===== config.mk =====
export PLATFORM = sky130hd
export DESIGN_NAME = panel_image
export DESIGN_NICKNAME = d
export VERILOG_FILES = /design/src/pkg/panel_pkg.sv /design/src/pkg/wheel_if.sv /design/src/rtl/wheel_counter.sv /design/src/rtl/panel_image.sv
export SDC_FILE = /design/constraint.sdc
export NUM_CORES = 1
export LEC_CHECK = 0
export ABC_AREA = 1
export BUFFER_PORTS_ARGS = -buffer_cell sky130_fd_sc_hd__buf_2
export CORE_ASPECT_RATIO = 1.4
export CORE_MARGIN = 3
export CORE_UTILIZATION = 25
export DETAILED_ROUTE_END_ITERATION = 16
export PLACE_DENSITY = 0.45
export SLEW_MARGIN = 0
export SYNTH_ARGS = -nofsm -noshare
export SYNTH_HDL_FRONTEND = slang
export SYNTH_SLANG_ARGS = --single-unit

===== constraint.sdc =====
create_clock -name clock -period 2.7 [get_ports clock]
set_clock_uncertainty 0.15 [all_clocks]
set_input_delay 0.27 -clock clock [delete_from_list [all_inputs] [get_ports clock]]
set_output_delay 0.27 -clock clock [all_outputs]
set_load 0.05 [all_outputs]

===== src/pkg/panel_pkg.sv =====
// Constants and types of the panel image block
// Assumes a 25 MHz panel clock
package panel_pkg;
	// ==========================================
	// Clock and timing
	localparam int CLOCK_HZ = 25000000;
	localparam int FLASH_HALF_MS = 250;
	localparam int FLASH_HALF_CYCLES = CLOCK_HZ / 1000 * FLASH_HALF_MS;
	localparam int FLASH_CNT_W = 23;
	// ==========================================
	// Switch bank field positions
	localparam int SW_ADDR_LSB = 0;
	localparam int SW_ADDR_MSB = 6;
	localparam int SW_RESERVED = 7;
	localparam int SW_LINK_LO = 8;
	localparam int SW_LINK_HI = 9;
	// ==========================================
	// Image sizes and field positions
	localparam int STD_BYTES = 8;
	localparam int HW_BYTES = 4;
	localparam int XIO_IN_BYTES = 5;
	localparam int XIO_OUT_BYTES = 2;
	localparam int IN_BYTES = STD_BYTES + HW_BYTES + XIO_IN_BYTES;
	localparam int OUT_BYTES = STD_BYTES + XIO_OUT_BYTES;
	localparam int CUST_KEYS = 6;
	localparam int FEED_STOP_BIT = 22;
	localparam int FEED_ENABLE_BIT = 23;
	localparam int LED_GROUP_W = 8;
	// ==========================================
	// Reset values
	localparam logic [15:0] WHEEL_START = 16'h0000;
	localparam logic [6:0] ADDR_RESET = 7'h00;
	// ==========================================
	// Connection type decoded from the switch bank
	typedef enum logic [1:0] {
		LINK_MULTIPOINT = 2'b00,
		LINK_FIELDBUS = 2'b01,
		LINK_INVALID = 2'b11
	} link_type_t;
	// Display mode, Gray order along flash, run, version
	typedef enum logic [1:0] {
		MODE_FLASH = 2'b00,
		MODE_RUN = 2'b01,
		MODE_VERSION = 2'b11
	} disp_mode_t;
endpackage


===== src/pkg/wheel_if.sv =====
// Carrier between the panel top and a handwheel counter
// Assumes one clock domain
`timescale 1ns/1ns
interface wheel_if;
	logic step;
	logic dir_up;
	logic present;
	logic [15:0] count;
	modport ctr (input step, input dir_up, input present, output count);
	modport user (output step, output dir_up, output present, input count);
endinterface


===== src/rtl/wheel_counter.sv =====
// One handwheel position counter
// Assumes steps synchronous to clock
`timescale 1ns/1ns
module wheel_counter (
	// Clock and reset
	input wire logic clock,
	input wire logic rst_b,
	input wire logic clk_en,
	// Wheel
	wheel_if.ctr w
);
	logic [15:0] pos;
	logic [15:0] next_pos;

	always_comb begin
		next_pos = pos;
		if (!w.present)
			next_pos = panel_pkg::WHEEL_START;
		else if (w.step)
			next_pos = w.dir_up ? pos + 16'h0001 : pos - 16'h0001;
	end

	always_ff @(posedge clock or negedge rst_b) begin
		if (!rst_b)
			pos <= panel_pkg::WHEEL_START;
		else if (clk_en)
			pos <= next_pos;
	end

	assign w.count = pos;

	property p_absent_zero;
		@(posedge clock) disable iff (!rst_b)
		(clk_en && !w.present) |=> (pos == 16'h0000);
	endproperty
	a_absent_zero: assert property (p_absent_zero) else $error("Absent wheel count not zero");

	property p_step_up;
		@(posedge clock) disable iff (!rst_b)
		(clk_en && w.present && w.step && w.dir_up) |=> (pos == $past(pos) + 16'h0001);
	endproperty
	a_step_up: assert property (p_step_up) else $error("Wheel count did not step up");
endmodule // wheel_counter


===== src/rtl/panel_image.sv =====
// Machine control panel image logic on the fieldbus link
// Assumes inputs synchronous to clock; switch bank sampled after reset
// What this block does
// Flash every LED after power-up until cyclic communication is established.
// Feed stop plus feed enable shows version as lit-LED counts per group.
// Switches 10 and 9 both on select the fieldbus connection type.
// Switches 10 and 9 both off select the multipoint interface link.
// Installer keeps switch 8 off and uses only listed combinations.
// Switches 7 to 1 give the station address, switch 1 the LSB.
// Eight input bytes of keys and eight output bytes of lamps each cycle.
// Each handwheel reports a 16-bit count starting at zero.
// Handwheel counts go most significant byte first.
// Both counts always sent; an unconnected wheel reads zero.
// Five extra input bytes; two output bytes, low reserved zero, high customer LEDs.
// Six customer keys sit in the low bits from bit 0.
// Master's configured address must equal the switch address.
// Switch bank sampled once after reset and held.
`timescale 1ns/1ns
module panel_image (
	// Clock and reset
	input wire logic clock,
	input wire logic rst_b,
	input wire logic clk_en,
	// Switch bank, bit 0 is position 1
	input wire logic [9:0] address_switch_bank,
	// Link status from the protocol engine
	input wire logic link_up,
	// Panel keys and switches
	input wire logic [63:0] std_keys,
	input wire logic direct_key,
	input wire logic [5:0] cust_keys,
	input wire logic [7:0] rotary_1,
	input wire logic [7:0] rotary_2,
	// Handwheels
	input wire logic [1:0] wheel_step,
	input wire logic [1:0] wheel_dir_up,
	input wire logic [1:0] wheel_present,
	// Output image from the master
	input wire logic [79:0] out_image,
	input wire logic out_valid,
	// Firmware version fields
	input wire logic [3:0] version_major,
	input wire logic [3:0] version_minor,
	input wire logic [3:0] version_patch,
	// Decoded configuration
	output logic [6:0] station_address,
	output panel_pkg::link_type_t link_type,
	output logic switch_fault,
	// Input image to the master, byte 0 in bits 7:0
	output logic [135:0] in_image,
	// Front LEDs
	output logic [63:0] std_leds,
	output logic [7:0] cust_leds,
	output panel_pkg::disp_mode_t disp_mode
);
	// ==========================================
	// Handwheel counters
	wheel_if wif [2] ();
	logic [15:0] wheel_count [2];

	genvar g;
	generate
		for (g = 0; g < 2; g++) begin : gen_wheel
			assign wif[g].step = wheel_step[g];
			assign wif[g].dir_up = wheel_dir_up[g];
			assign wif[g].present = wheel_present[g];
			assign wheel_count[g] = wif[g].count;
			wheel_counter u_wheel (
				.clock(clock),
				.rst_b(rst_b),
				.clk_en(clk_en),
				.w(wif[g])
			);
		end
	endgenerate

	// ==========================================
	// Switch bank capture
	logic captured;
	logic next_captured;
	logic [6:0] next_station_address;
	panel_pkg::link_type_t next_link_type;
	logic next_switch_fault;

	function automatic panel_pkg::link_type_t decode_link(input logic [9:0] sw);
		case ({sw[panel_pkg::SW_LINK_HI], sw[panel_pkg::SW_LINK_LO]})
			2'b11: decode_link = panel_pkg::LINK_FIELDBUS;
			2'b00: decode_link = panel_pkg::LINK_MULTIPOINT;
			default: decode_link = panel_pkg::LINK_INVALID;
		endcase
	endfunction

	always_comb begin
		next_captured = 1'b1;
		next_station_address = station_address;
		next_link_type = link_type;
		next_switch_fault = switch_fault;
		if (!captured) begin
			next_station_address = address_switch_bank[panel_pkg::SW_ADDR_MSB:panel_pkg::SW_ADDR_LSB];
			next_link_type = decode_link(address_switch_bank);
			next_switch_fault = address_switch_bank[panel_pkg::SW_RESERVED]
				|| (decode_link(address_switch_bank) == panel_pkg::LINK_INVALID);
		end
	end

	always_ff @(posedge clock or negedge rst_b) begin
		if (!rst_b) begin
			captured <= 1'b0;
			station_address <= panel_pkg::ADDR_RESET;
			link_type <= panel_pkg::LINK_MULTIPOINT;
			switch_fault <= 1'b0;
		end else if (clk_en) begin
			captured <= next_captured;
			station_address <= next_station_address;
			link_type <= next_link_type;
			switch_fault <= next_switch_fault;
		end
	end

	// ==========================================
	// Input image assembly
	logic [135:0] next_in_image;

	always_comb begin
		next_in_image = 136'h0;
		next_in_image[63:0] = std_keys;
		next_in_image[71:64] = wheel_count[0][15:8];
		next_in_image[79:72] = wheel_count[0][7:0];
		next_in_image[87:80] = wheel_count[1][15:8];
		next_in_image[95:88] = wheel_count[1][7:0];
		next_in_image[96] = direct_key;
		next_in_image[109:104] = cust_keys;
		next_in_image[119:112] = rotary_1;
		next_in_image[127:120] = rotary_2;
	end

	always_ff @(posedge clock or negedge rst_b) begin
		if (!rst_b)
			in_image <= 136'h0;
		else if (clk_en)
			in_image <= next_in_image;
	end

	// ==========================================
	// Display mode and LEDs
	logic [22:0] flash_cnt;
	logic [22:0] next_flash_cnt;
	logic flash_on;
	logic next_flash_on;
	logic [63:0] lamp_image;
	logic [63:0] next_lamp_image;
	logic [7:0] next_cust_leds;
	logic [7:0] cust_lamp;
	logic [7:0] next_cust_lamp;
	logic [63:0] next_std_leds;
	panel_pkg::disp_mode_t next_disp_mode;
	logic version_keys;

	function automatic logic [7:0] therm(input logic [3:0] n);
		therm = 8'h00;
		for (int i = 0; i < panel_pkg::LED_GROUP_W; i++)
			if (i < int'(n))
				therm[i] = 1'b1;
	endfunction

	assign version_keys = std_keys[panel_pkg::FEED_STOP_BIT] && std_keys[panel_pkg::FEED_ENABLE_BIT];

	always_comb begin
		next_flash_cnt = flash_cnt + 23'h00_0001;
		next_flash_on = flash_on;
		if (flash_cnt == 23'(panel_pkg::FLASH_HALF_CYCLES - 1)) begin
			next_flash_cnt = 23'h00_0000;
			next_flash_on = !flash_on;
		end
		next_lamp_image = lamp_image;
		next_cust_lamp = cust_lamp;
		if (out_valid) begin
			next_lamp_image = out_image[63:0];
			next_cust_lamp = out_image[79:72];
		end
		// Stored image survives the flash phase
		next_cust_leds = next_cust_lamp;
		case (disp_mode)
			panel_pkg::MODE_FLASH:
				next_disp_mode = link_up ? panel_pkg::MODE_RUN : panel_pkg::MODE_FLASH;
			panel_pkg::MODE_RUN:
				next_disp_mode = version_keys ? panel_pkg::MODE_VERSION : panel_pkg::MODE_RUN;
			panel_pkg::MODE_VERSION:
				next_disp_mode = version_keys ? panel_pkg::MODE_VERSION : panel_pkg::MODE_RUN;
			default:
				next_disp_mode = panel_pkg::MODE_FLASH;
		endcase
		case (next_disp_mode)
			panel_pkg::MODE_FLASH: begin
				next_std_leds = {64{next_flash_on}};
				next_cust_leds = {8{next_flash_on}};
			end
			panel_pkg::MODE_VERSION:
				next_std_leds = {40'h00_0000_0000, therm(version_patch), therm(version_minor),
					therm(version_major)};
			default:
				next_std_leds = next_lamp_image;
		endcase
	end

	always_ff @(posedge clock or negedge rst_b) begin
		if (!rst_b) begin
			flash_cnt <= 23'h00_0000;
			flash_on <= 1'b1;
			lamp_image <= 64'h0;
			cust_lamp <= 8'h00;
			cust_leds <= 8'h00;
			std_leds <= 64'h0;
			disp_mode <= panel_pkg::MODE_FLASH;
		end else if (clk_en) begin
			flash_cnt <= next_flash_cnt;
			flash_on <= next_flash_on;
			lamp_image <= next_lamp_image;
			cust_lamp <= next_cust_lamp;
			cust_leds <= next_cust_leds;
			std_leds <= next_std_leds;
			disp_mode <= next_disp_mode;
		end
	end

	// ==========================================
	// Checks
	property p_flash_all;
		@(posedge clock) disable iff (!rst_b)
		(disp_mode == panel_pkg::MODE_FLASH) |-> (std_leds == {64{std_leds[0]}});
	endproperty
	a_flash_all: assert property (p_flash_all) else $error("LEDs not flashing together");

	property p_flash_cust;
		@(posedge clock) disable iff (!rst_b)
		(disp_mode == panel_pkg::MODE_FLASH) |-> (cust_leds == {8{std_leds[0]}});
	endproperty
	a_flash_cust: assert property (p_flash_cust) else $error("Customer LEDs not flashing");

	property p_stay_flash;
		@(posedge clock) disable iff (!rst_b)
		(clk_en && disp_mode == panel_pkg::MODE_FLASH && !link_up) |=> (disp_mode == panel_pkg::MODE_FLASH);
	endproperty
	a_stay_flash: assert property (p_stay_flash) else $error("Flash left without link");

	property p_version;
		@(posedge clock) disable iff (!rst_b)
		(clk_en && disp_mode == panel_pkg::MODE_RUN && version_keys) |=>
			(disp_mode == panel_pkg::MODE_VERSION && std_leds[7:0] == therm($past(version_major)));
	endproperty
	a_version: assert property (p_version) else $error("Version display wrong");

	property p_version_groups;
		@(posedge clock) disable iff (!rst_b)
		(clk_en && disp_mode == panel_pkg::MODE_RUN && version_keys) |=>
			(std_leds[23:8] == {therm($past(version_patch)), therm($past(version_minor))})
			&& (std_leds[63:24] == 40'h00_0000_0000);
	endproperty
	a_version_groups: assert property (p_version_groups) else $error("Version LED groups wrong");

	property p_link_type;
		@(posedge clock) disable iff (!rst_b)
		(clk_en && !captured) |=>
			(link_type == ($past(address_switch_bank[9:8]) == 2'b11 ? panel_pkg::LINK_FIELDBUS :
			 $past(address_switch_bank[9:8]) == 2'b00 ? panel_pkg::LINK_MULTIPOINT : panel_pkg::LINK_INVALID));
	endproperty
	a_link_type: assert property (p_link_type) else $error("Connection type wrong");

	property p_address;
		@(posedge clock) disable iff (!rst_b)
		(clk_en && !captured) |=> (station_address == $past(address_switch_bank[6:0]));
	endproperty
	a_address: assert property (p_address) else $error("Station address wrong");

	property p_hold;
		@(posedge clock) disable iff (!rst_b)
		captured |=> $stable(station_address) && $stable(link_type);
	endproperty
	a_hold: assert property (p_hold) else $error("Switch decode changed");

	property p_wheel_msb;
		@(posedge clock) disable iff (!rst_b)
		clk_en |=> (in_image[71:64] == $past(wheel_count[0][15:8])) && (in_image[79:72] == $past(wheel_count[0][7:0]));
	endproperty
	a_wheel_msb: assert property (p_wheel_msb) else $error("Wheel byte order wrong");

	property p_xio;
		@(posedge clock) disable iff (!rst_b)
		clk_en |=> (in_image[109:104] == $past(cust_keys)) && (in_image[111:110] == 2'b00)
			&& (in_image[63:0] == $past(std_keys));
	endproperty
	a_xio: assert property (p_xio) else $error("Input image layout wrong");

	property p_cust_leds;
		@(posedge clock) disable iff (!rst_b)
		(clk_en && out_valid && disp_mode == panel_pkg::MODE_RUN && link_up && !version_keys) |=>
			(cust_leds == $past(out_image[79:72]));
	endproperty
	a_cust_leds: assert property (p_cust_leds) else $error("Customer LEDs wrong");

	property p_freeze;
		@(posedge clock) disable iff (!rst_b)
		!clk_en |=> $stable(disp_mode) && $stable(std_leds) && $stable(cust_leds) && $stable(in_image);
	endproperty
	a_freeze: assert property (p_freeze) else $error("State moved while clock enable low");

	c_freeze: cover property (@(posedge clock) disable iff (!rst_b) !clk_en ##1 clk_en);
	c_link: cover property (@(posedge clock) disable iff (!rst_b)
		disp_mode == panel_pkg::MODE_FLASH ##1 disp_mode == panel_pkg::MODE_RUN);
	c_version: cover property (@(posedge clock) disable iff (!rst_b) disp_mode == panel_pkg::MODE_VERSION);
	c_fieldbus: cover property (@(posedge clock) disable iff (!rst_b) link_type == panel_pkg::LINK_FIELDBUS);
endmodule // panel_image


; After elaboration in Yosys (flattened, before gate mapping)
; Index checks and enable logic that the tools add are counted.
[totals]
register_bits = 332
input_bits = 200
output_inout_bits = 220
word_cells = 103
[op_classes]
add_sub_neg = 5
order_cmp = 24
eq_ne = 8
muxes = 41
bitwise_logic = 1
n_reduce_logical = 10
[op_table]
columns = cell, n
row1 = $pmux 64 s2, 1
row2 = $mux 16, 6
row3 = $mux 64, 1
row4 = $lt 3x4->1 const A, 12
row5 = $add 16x1->16 const B, 2
row6 = $sub 16x1->16 const B, 2
row7 = $mux 1, 26
row8 = $lt 1x4->1 const A, 6
row9 = $lt 2x4->1 const A, 6
row10 = $add 23x1->23 const B, 1
row11 = $eq 23x23->1 const B, 1
row12 = $mux 23, 1
row13 = $mux 8, 2
row14 = $eq 2x2->1 const B, 4
row15 = $pmux 2 s2, 2
row16 = $logic_not 2->1, 3
row17 = $reduce_and 2->1, 3
row18 = $mux 2, 2
row19 = $ne 2x2->1 const B, 2
row20 = $eq 2x1->1 const B, 1
row21 = $reduce_or 2->1, 1
row22 = $logic_and 1x1->1, 1
row23 = $logic_not 1->1, 1
row24 = $logic_or 1x1->1, 1
row25 = $not 1->1, 1

; Depth between registers and ports, before layout
; Gate-level depths: netlist (run 1).
[depth]
depth_word = 5
depth_mapped = 12
mapped_depth_nobuf = 12

; By module
; Synthesis (run 1) repeated with hierarchy kept, for this count alone.
[hier_totals]
cells_unflattened = 2049
area_unflattened_um2 = 16173.0
[by_module_without_submodules]
columns = mod, instances, cells_per_inst, area_per_inst_um2, seq_area_each_um2
row1 = panel_image, 1, 1581, 13177.6, 7508.5
row2 = wheel_counter, 2, 234, 1497.7, 400.4

; Worst setup path after synthesis (run 1)
; Ideal clock, no wire load.
[synth_path]
kind = register to register
start = register disp_mode[0]
end = register std_leds[8]
setup_time_ns = 0.066
arrival_time_ns = 2.003
required_time_ns = 2.484
setup_slack_ns = 0.481
path_stages_with_launch = 10
n_path_buf = 3
synth_period_minus_slack_ns = 2.219
path_cell_list = dfrtp_1 > nand3_1 > ha_1 > clkbuf_1 > buf_2 > clkbuf_1 > a21oi_1 > nand2_2 > nand2_1 > nand2_1
[synth_via]
elab_chain_cells = 5
elab_cells_between_ends = 8
cone_classes = eq/ne (3) / mux (2) / reduce/logical (3)
[synth_rtl]
columns = element, line_no
row1 = start: declaration, panel_image.sv:54  ; output panel_pkg::disp_mode_t disp_mode
row2 = start signal: assignment, panel_image.sv:214  ; disp_mode <= panel_pkg::MODE_FLASH;
row3 = start signal: assignment, panel_image.sv:222  ; disp_mode <= next_disp_mode;
row4 = $eq 2x2->1 / $eq 2x1->1 (equally long branches), panel_image.sv:183  ; case (disp_mode)
row5 = $reduce_or 2->1 (no line), -
row6 = $pmux 2 s2 *, panel_image.sv:183
row7 = $eq 2x2->1 / $logic_not 2->1 (equally long branches), panel_image.sv:193  ; case (next_disp_mode)
row8 = $pmux 64 s2 *, panel_image.sv:193
row9 = end signal: assignment, panel_image.sv:221  ; std_leds <= next_std_leds;
row10 = end: declaration, panel_image.sv:52  ; output logic [63:0] std_leds,
; Every way passes the cells marked *; elsewhere a longest branch is shown, timed or not.
; A chain may end at the register's enable or synchronous reset.

; Final worst setup path (run 1)
[layout_path]
start = input port wheel_dir_up[0]
end = register gen_wheel[0].u_wheel.pos[7]
[layout_via]
elab_chain_cells = 3
[layout_rtl]
columns = element, line_no
row1 = start: declaration, panel_image.sv:36  ; input wire logic [1:0] wheel_dir_up,
row2 = $mux 16, wheel_counter.sv:20  ; next_pos = w.dir_up ? pos + 16'h0001 : pos - 16'h0001;
row3 = $mux 16, wheel_counter.sv:19  ; else if (w.step)
row4 = $mux 16, wheel_counter.sv:17  ; if (!w.present)
row5 = end signal: assignment, wheel_counter.sv:25  ; pos <= panel_pkg::WHEEL_START;
row6 = end signal: assignment, wheel_counter.sv:27  ; pos <= next_pos;
row7 = end: declaration, wheel_counter.sv:12  ; logic [15:0] pos;
; Every way passes these cells. The select of a mux whose other input is x is not followed.

==> results.md, run 1 <==
- Initial Utilization: 25.36%
- Setup Viol. Count Final: 0
- Required @ worst endpoint: 2980 ps
- Gr ovfl total: 0
- Synth warnings: 0
- # rows: 110
- Worst reg2reg path depth: 11
- Achievable Freq: 417.8 MHz
- Final ANT Viol Nets: 0
- Final hold vios: 0
- Area of the multi-input gates: 6744 um^2
- Slew Viols, Final: 0
- Maximum clock path buffer count: 3
- Routed vias: 15353
- Storage cell area: 8309 um^2
- Mean Syn Cell Area: 7.818 um^2
- Port bufs: 394
- # Post-CTS Setup Buffers: 0
- Register bit total from synthesis: 332
- Core Box Area: 64690 um^2
- Fillers: 6785
- Seq/Total Area, Yosys: 50.66%
- Syn Std Cell Area: 16400 um^2
- Largest net degree at the start of global routing: 105
- Crit path kind: input pin to flop
- CTS resizes: 0
- Vias per cell: 4.351
- Final Critical Period: 2394 ps
- Sink Count: 332
- IR drop worst, VDD: 0.0004350 V
- Final wirelength: 53720 um
- Final RePlAce weighted congestion: 0.8499
- Remaining DRCs: 0
- Mapped Cells: 2098
- Initial antenna violation count: 2
- Met2 global-route usage: 27.41%
- DRT Pass-1 Iters: 5
- Global-route wire length before repair: 84730 um
- Pwr/cell area: 805.7 nW/um^2
- CP max-delay cell: dlygate4sd3_1
- Grt met3 use: 2.430%
- CP endpoint kind: flop
- Chip height: 309.1 um
- Final #Nets: 2890
- Critical Path AT: 2670 ps
- Crit path launch type: input pin
- Root buffer cell: clkbuf_16
- Final cell count without fillers: 3529
- Full die area: 68760 um^2
- Reg clk slew, reported paths: 60 ps
- Worst slew pin tran: 661.7 ps
- Hold Path Stages: 3
- Synthesis-to-finish area growth: 37.05%
- RSZ-0062 raised after global routing: no
- Die W: 222.5 um
- Commonest non-fill, non-tap cell in the layout: nand2_1
- 1st-iter DRT viols: 923
- Min-delay worst type: input pin to flop
- Total track usage: 15.12%
- Critical path's largest stage delay: 540 ps
- Outcome: complete, no violations
- Setup_tns: 0 ps
- Final Cycle Share: 88.66%
- Leakage: 12.26 nW
- Share of cells above drive strength 1: 19.54%
- Maxcap violations: 0
- Htree depth: 2
- I/O pin cnt: 420
- Post-DR wirelength/cell: 15.22 um
- Most frequent cells in the layout: nand2_1, buf_2, dfrtp_1
- CTS Hold Buffers Added: 187
- Slew HR: 55.89%
- Placed Cells: 3267
- Cell variety after synth: 45
- Crit-path cells: dlygate4sd3_1 > buf_2 > inv_1 > ha_1 > nand3_1 > nand3_1 > nand2_1 > nand2_1 > or2_2 > nand3_1 > nand2_1
- Vias in the first global route: 15471
- Number of buffers created by CTS: 40
- CTS tree: done
- M1 GR Usage: 18.11%
- Post-DP HPWL: 37730 um
- Clock latency on the worst-skew pair: 550 ps
- GR peak layer: met2
- Worst-path fanout max: 15
[where the power goes]
| group | internal [mW] | switching [mW] |
|---|---|---|
| registers | 5.84 | 0.581 |
| logic | 1.75 | 4.44 |
| clock network | 3.32 | 2.17 |
[cells in the mapped netlist, drive strengths merged]
master / n / share of area, %
fa: 2 / 0.24
nand3b: 6 / 0.27
dfstp: 1 / 0.16
a21oi: 97 / 3.0
conb: 1 / 0.023
a22o: 1 / 0.053
nor2: 75 / 1.7
o21bai: 10 / 0.64
and2: 2 / 0.076
mux2: 8 / 0.55
clkinv: 1 / 0.023
o211a: 1 / 0.061
xor2: 6 / 0.32
dfrtp: 331 / 50
a31oi: 1 / 0.038
mux2i: 24 / 1.5
o21ai: 187 / 5.7
nand4: 12 / 0.50
nor4: 1 / 0.038
nand3: 56 / 1.8
buf: 60 / 2.3
dlygate4sd1: 1 / 0.053
or2: 3 / 0.11
a22oi: 10 / 0.46
inv: 216 / 4.9
nand2: 881 / 20
xnor2: 4 / 0.21
ha: 32 / 2.4
nor3: 19 / 0.64
clkbuf: 49 / 1.3
[metal layers]
layer	routed length, um	vias up
met1	22030	7241
met5	0	-
met3	2159	79
met2	27870	377
met4	1653	0
li1	-	7656
[registers in the layout, indices dropped and copies added (netlist names), 2 cells and up]
register                   count
station_address                7
std_leds                      64
lamp_image                    64
gen_wheel.u_wheel.w.count     32
in_image                     119
cust_leds                      8
link_type                      2
cust_lamp                      8
flash_cnt                     23
disp_mode                      2
[worst max-delay path, delay by kind of cell]
kind          cells  cell delay [ps]
fa+ha+maj         1              390
buf+inv           3             1140
simple gates      7              870
[area by class of cell]
cell class | instances | area share [%]
Antenna cell | 2 | 0.02226
Clock buffer | 63 | 5.293
Clock inverter | 10 | 0.6345
Inverter | 217 | 3.657
Multi-Input combinational cell | 1455 | 30.00
Sequential cell | 332 | 36.96
Tap cell | 840 | 4.675
Timing Repair Buffer | 610 | 18.75
[cells by family after synthesis]
family,Yosys count,share of synthesized area (%)
and+or+nand+nor,1055,25.53
adders and majority gates,34,2.685
DFF,332,50.66
other,1,0.02286
xor gates and xnor gates,10,0.5340
muxes,32,2.014
buffers and inverters,327,8.590
AOI/OAI and AO/OA,307,9.963
[stage by stage]
step                util, %  power, mW  setup slack [ps]  hold slack [ps]  area, um^2
floorplan                 -      10.76             480.9           -175.6       16460
global placement      29.79      12.49             312.4            141.5       19270
detailed placement    29.79      12.55             285.8            142.1       19270
CTS                   34.74      18.47             310.4            12.24       22470
global route          34.75      19.27             94.93            17.69       22480
finish                34.75      18.11             306.3            32.82       22480
[path summary, 6_finish.rpt]
path	start	end	slack, ps
setup / recovery	wheel_dir_up[0]	gen_wheel[0].u_wheel.w.count[7]	310
hold / removal	clk_en	captured	30
setup reg to reg	flash_cnt[0]	std_leds[4]	470
hold reg to reg	captured	captured	300
max in group asynchronous	rst_b	in_image[50]	1380
min in group asynchronous	rst_b	in_image[115]	120
(Power assumes the default switching activity.)
==> inputs of run 2 (changes only) <==
==> constraint.sdc (replaced) <==
create_clock -name clock -period 2.7 [get_ports clock]
set_clock_uncertainty 0.15 [all_clocks]
set_input_delay 0.54 -clock clock [delete_from_list [all_inputs] [get_ports clock]]
set_output_delay 0.54 -clock clock [all_outputs]
set_load 0.05 [all_outputs]
==> run 2 against run 1 <==
Against the previous run:
- wire length shrank 2.6%
- register-to-register slack gained 20 ps
- sequential power is essentially flat
- cell count shrank 5.3%
- highest routed layer is now met5
- worst setup slack gained 180 ps
- critical path type is now flop to flop
- non-clock buffer count is 180 lower
- clock-buffer cell count fell by 7
- combinational power decreased by 3.6%
- via count fell by 5.6%
- clock power is 2% lower
==> results.md, run 2 (same netlist as run 1, synthesis figures left out) <==
- Max reg flops: 119
- Area after DPL: 19230 um^2
- Psw: 7.124 mW
- End of the worst hold path: in_image[7]
- Min-delay worst type: input pin to flop
- Remaining DRCs: 0
- Largest net degree at the start of global routing: 108
- CP Launch Point: flash_cnt[0]
- Worst-path fanout max: 40
- Clk pwr share: 30.3%
- Chip height: 309.1 um
- Critical Path AT: 2480 ps
- Post-DR wirelength/cell: 15.65 um
- # rows: 110
- Achievable Freq: 451.6 MHz
- IR drop worst, VDD: 0.0004474 V
- Reg clk slew, reported paths: 60 ps
- R2R Path End: std_leds[52]
- Port bufs: 394
- Final ANT Viol Nets: 0
- Worst slew pin tran: 912.8 ps
- Largest Register: in_image
- CTS tree: done
- Part of the power in registers: 36.1%
- Full die area: 68760 um^2
- Fillers: 7029
- Placed Cells: 3269
- Most frequent cells in the layout: nand2_1, buf_2, dfrtp_1
- Routed vias: 14487
- Vias per cell: 4.334
- Post-layout util: 31.79%
- Share of cells above drive strength 1: 21.04%
- Slew Viols, Final: 0
- Finished Cell Area: 20570 um^2
- FF-to-FF Start: flash_cnt[0]
- Synthesis-to-finish area growth: 25.39%
- Post-DP HPWL: 37170 um
- Pwr/cell area: 864.0 nW/um^2
- Comb power frac: 33.6%
- Crit path kind: flop to flop
- Hold_sp: std_keys[7]
- Slew HR: 39.14%
- Global-route wire length before repair: 82390 um
- Worst reg2reg path depth: 9
- Largest regs: in_image (119), lamp_image (64), std_leds (64)
- Final hold vios: 0
- Final RePlAce weighted congestion: 0.8432
- Crit path launch type: flop
- Sink Count: 332
- Setup Viol. Count Final: 0
- Maximum clock path buffer count: 3
- Final #Nets: 2709
- Final wirelength: 52310 um
- Final Cycle Share: 82.02%
- Initial antenna violation count: 5
- Commonest non-fill, non-tap cell in the layout: nand2_1
- Htree depth: 2
- Internal power: 10.64 mW
- Initial Utilization: 25.36%
- Vias in the first global route: 14618
- Gr ovfl total: 0
- Root buffer cell: clkbuf_16
- 1st-iter DRT viols: 974
- DRT Pass-1 Iters: 5
- Maxcap violations: 0
- Outcome: complete, no violations
- Total track usage: 14.81%
- Switching part of the total power: 40.09%
- CP endpoint kind: flop
- Final cell count without fillers: 3343
- Worst reg-to-reg setup slack: 490 ps
- Number of buffers created by CTS: 39
- Required @ worst endpoint: 2960 ps
- Die W: 222.5 um
- RSZ-0062 raised after global routing: no
- Final Critical Period: 2214 ps
- Hold Path Stages: 3
- Leakage: 11.46 nW
- Core Box Area: 64690 um^2
- Setup_tns: 0 ps
- I/O pin cnt: 420
- Clock latency on the worst-skew pair: 550 ps
## run 2: final cells by class
cell class              instances  area [um^2]  share of cell area [%]
flip-flops and latches        332         8309                   40.40
multi-input cells            1455         6744                   32.79
repair buffers                430         2359                   11.47
clock buffers                  56         1142                   5.555
well taps                     840         1051                   5.110
inverters                     217        822.0                   3.997
clock inverters                10        131.4                  0.6388
diodes                          3        7.507                 0.03650
## run 2: routing by layer
layer | GRT usage (%) | vias up | wire length [um] | share of wire (%)
li1 | - | 7289 | - | -
met1 | 17.62 | 6763 | 20960 | 40
met2 | 26.50 | 342 | 26970 | 52
met3 | 2.753 | 91 | 2432 | 4.6
met4 | 5.710 | 2 | 1934 | 3.7
met5 | 0 | - | 13 | 0.025
## run 2: timing repair
action,CTS,global route
hold endpoints to repair,46,0
gates resized for setup,0,0
buffers inserted,0,0
hold buffers,5,0
## run 2: worst max-delay path by stage
stage                                       end  slack [ps]  cells past startpoint
2_1_floorplan   gen_wheel[1].u_wheel.w.count[7]         430                      8
3_3_place_gp   gen_wheel[0].u_wheel.w.count[15]         160                     10
3_5_place_dp   gen_wheel[1].u_wheel.w.count[15]         180                     12
4_1_cts                            std_leds[58]         410                      9
5_1_grt                            std_leds[51]         260                      9
6_report                           std_leds[52]         490                      9
## run 2: power by group through the flow
stage	clock [mW]	sequential [mW]	combinational, mW
2_1_floorplan	0	8.30	2.45
3_3_place_gp	0	6.50	6.00
3_5_place_dp	0	6.51	6.03
4_1_cts	5.63	6.43	6.05
5_1_grt	5.82	6.55	6.57
6_report	5.38	6.42	5.97
## run 2: stage by stage
step,total power [mW],hold WS (ps),setup WS (ps)
after global routing,18.93,11.73,263.9
final,17.77,37.62,485.5
after CTS,18.12,0.4739,412.2
after global placement,12.50,284.6,161.3
after floorplan,10.76,94.41,431.1
after detailed placement,12.54,292.2,179.7
## run 2: critical path, cell delays in order, from the launching register on
cell,delay [ps]
dfrtp_1,390
ha_1,260
nand2_1,150
nor2_1,140
nand3_1,180
nand2_1,100
nand2_1,80
nand4_2,70
buf_4,420
nand2_1,110
==> inputs of run 3 (changes only) <==
- clock period: 2.7 -> 2.3 ns (I/O delays scaled with it)
==> run 3 against run 2 <==
Against the previous run:
- global-route usage rose by 0.28 points
- wire length increased by 2.5%
- via count up 5.5%
- combinational power up 25%
- cell area grew 7.6%
- core utilization up 2.4 points
- clock power increased by 22%
- hold slack hardly changed
- sequential cell count did not move
- die area is the same
- first-iteration DRC count fell by 12%
- largest cell class unchanged
- largest power group unchanged
==> results.md, run 3 (same netlist as run 1, synthesis figures left out) <==
- Outcome: complete, no violations
- Storage cell area: 8309 um^2
- Worst reg-to-reg setup slack: 260 ps
- # Post-CTS Setup Buffers: 0
- Slew Viols, Final: 0
- 1st-iter DRT viols: 859
- Setup_tns: 0 ps
- Worst reg2reg path depth: 7
- Critical Path AT: 2430 ps
- DRT Pass-1 Iters: 5
- Power after layout: 21.57 mW
- Synthesis-to-finish area growth: 34.87%
- Final #Nets: 2858
- IR drop worst, VDD: 0.0005952 V
- Largest Register: in_image
- Final hold vios: 0
- Routed vias: 15277
- Maximum clock path buffer count: 3
- Htree depth: 2
- Min-delay worst type: input pin to flop
- Initial Utilization: 25.36%
- Initial antenna violation count: 5
- Clock latency on the worst-skew pair: 550 ps
- Die W: 222.5 um
- Slew HR: 49.86%
- Reg clk slew, reported paths: 60 ps
- Final Critical Period: 2160 ps
- Vias in the first global route: 15318
- Crit path launch type: input pin
- Number of buffers created by CTS: 40
- Worst-path fanout max: 40
- Port bufs: 394
- Setup Viol. Count Final: 0
- Post-DP HPWL: 38770 um
- Commonest non-fill, non-tap cell in the layout: nand2_1
- Core Box Area: 64690 um^2
- Crit path kind: input pin to flop
- I/O pin cnt: 420
- Most frequent cells in the layout: nand2_1, buf_2, dfrtp_1
- RSZ-0062 raised after global routing: no
- Full die area: 68760 um^2
- Area of the multi-input gates: 6746 um^2
- Post-DR wirelength/cell: 15.31 um
- # rows: 110
- FF-to-FF Start: disp_mode[0]
- CP endpoint kind: flop
- Remaining DRCs: 0
- Pwr/cell area: 975.1 nW/um^2
- CTS tree: done
- Achievable Freq: 462.9 MHz
- Largest net degree at the start of global routing: 97
- Global-route wire length before repair: 84220 um
- Largest regs: in_image (119), lamp_image (64), std_leds (64)
- Final RePlAce weighted congestion: 0.8300
- Leakage: 12.19 nW
- Vias per cell: 4.362
- Sink Count: 332
- Final wirelength: 53620 um
- Total track usage: 15.09%
- Fillers: 6850
- R2R Path End: std_leds[59]
- Required @ worst endpoint: 2570 ps
- Root buffer cell: clkbuf_16
- Gr ovfl total: 0
- Chip height: 309.1 um
- Area after DPL: 19670 um^2
- Max reg flops: 119
- Maxcap violations: 0
- Worst slew pin tran: 752.1 ps
- Finished Cell Area: 22120 um^2
- Setup crit end: std_leds[59]
- Final Cycle Share: 93.93%
- Share of cells above drive strength 1: 21.88%
- Final ANT Viol Nets: 0
- CP Launch Point: std_keys[22]
-- run 3: cell count changes in the layout (fill, tap and decap cells not counted), moves of 2 or more --
cell	before	now
buf_12	7	14
buf_4	24	62
clkbuf_8	6	8
clkinv_2	5	9
diode_2	3	6
dlygate4sd3_1	5	107
-- run 3: what timing repair did --
item / CTS / global route
gates resized for setup: 0 / 2
setup endpoints to repair: 0 / 39
endpoints found under the hold margin: 139 / 0
hold buffers: 107 / 0
-- run 3: metrics by stage --
stage | setup slack [ps] | util (%) | std cells | hold WS (ps)
global route | 25.75 | 34.19 | 3501 | 15.81
global placement | -147.4 | 30.40 | 3315 | 285.0
CTS | 71.31 | 34.16 | 3496 | 0.8036
detailed placement | -150.0 | 30.40 | 3315 | 293.4
floorplan | 80.89 | - | 2114 | 14.41
finish | 139.6 | 34.20 | 3502 | 37.97
-- run 3: critical path, stage by stage --
cell and delay [ps]:
dlygate4sd3_1 520, buf_2 110, nand3_1 130, ha_2 470
inv_1 100, buf_12 160, nand4_2 110, buf_12 230
nand2_1 90
-- run 3: metal layers --
| metal | part of all wire, % | track usage [%] | vias up |
|---|---|---|---|
| met3 | 4.3 | 2.648 | 94 |
| met5 | 0 | 0 | - |
| met1 | 41 | 17.69 | 7212 |
| met4 | 2.9 | 5.680 | 0 |
| li1 | - | - | 7593 |
| met2 | 52 | 27.51 | 378 |
-- run 3: final cells by class --
| type | count | share of cell area [%] |
|---|---|---|
| Inverter | 217 | 3.716 |
| Antenna cell | 6 | 0.06787 |
| Sequential cell | 332 | 37.56 |
| Timing Repair Buffer | 578 | 17.25 |
| Tap cell | 840 | 4.751 |
| Multi-Input combinational cell | 1455 | 30.50 |
| Clock inverter | 15 | 0.7523 |
| Clock buffer | 59 | 5.402 |
-- run 3: how the worst min path moves through the flow --
stage / slack (ps) / depth (start not counted) / end / startpoint
floorplan: 10 / 0 / captured / rst_b
global placement: 290 / 1 / in_image[115] / rst_b
detailed placement: 290 / 1 / in_image[114] / rst_b
CTS: 0.8 / 3 / lamp_image[36] / out_image[36]
global route: 20 / 3 / in_image[119] / rotary_1[7]
finish: 40 / 3 / in_image[119] / rotary_1[7]
-- run 3: report_power, final --
part	leakage, nW	total, mW	switching (mW)	internal, mW
clock network	0.671	6.56	2.62	3.95
logic	7.39	7.47	5.24	2.23
registers	4.13	7.54	0.681	6.86
total	12.2	21.6	8.54	13.0
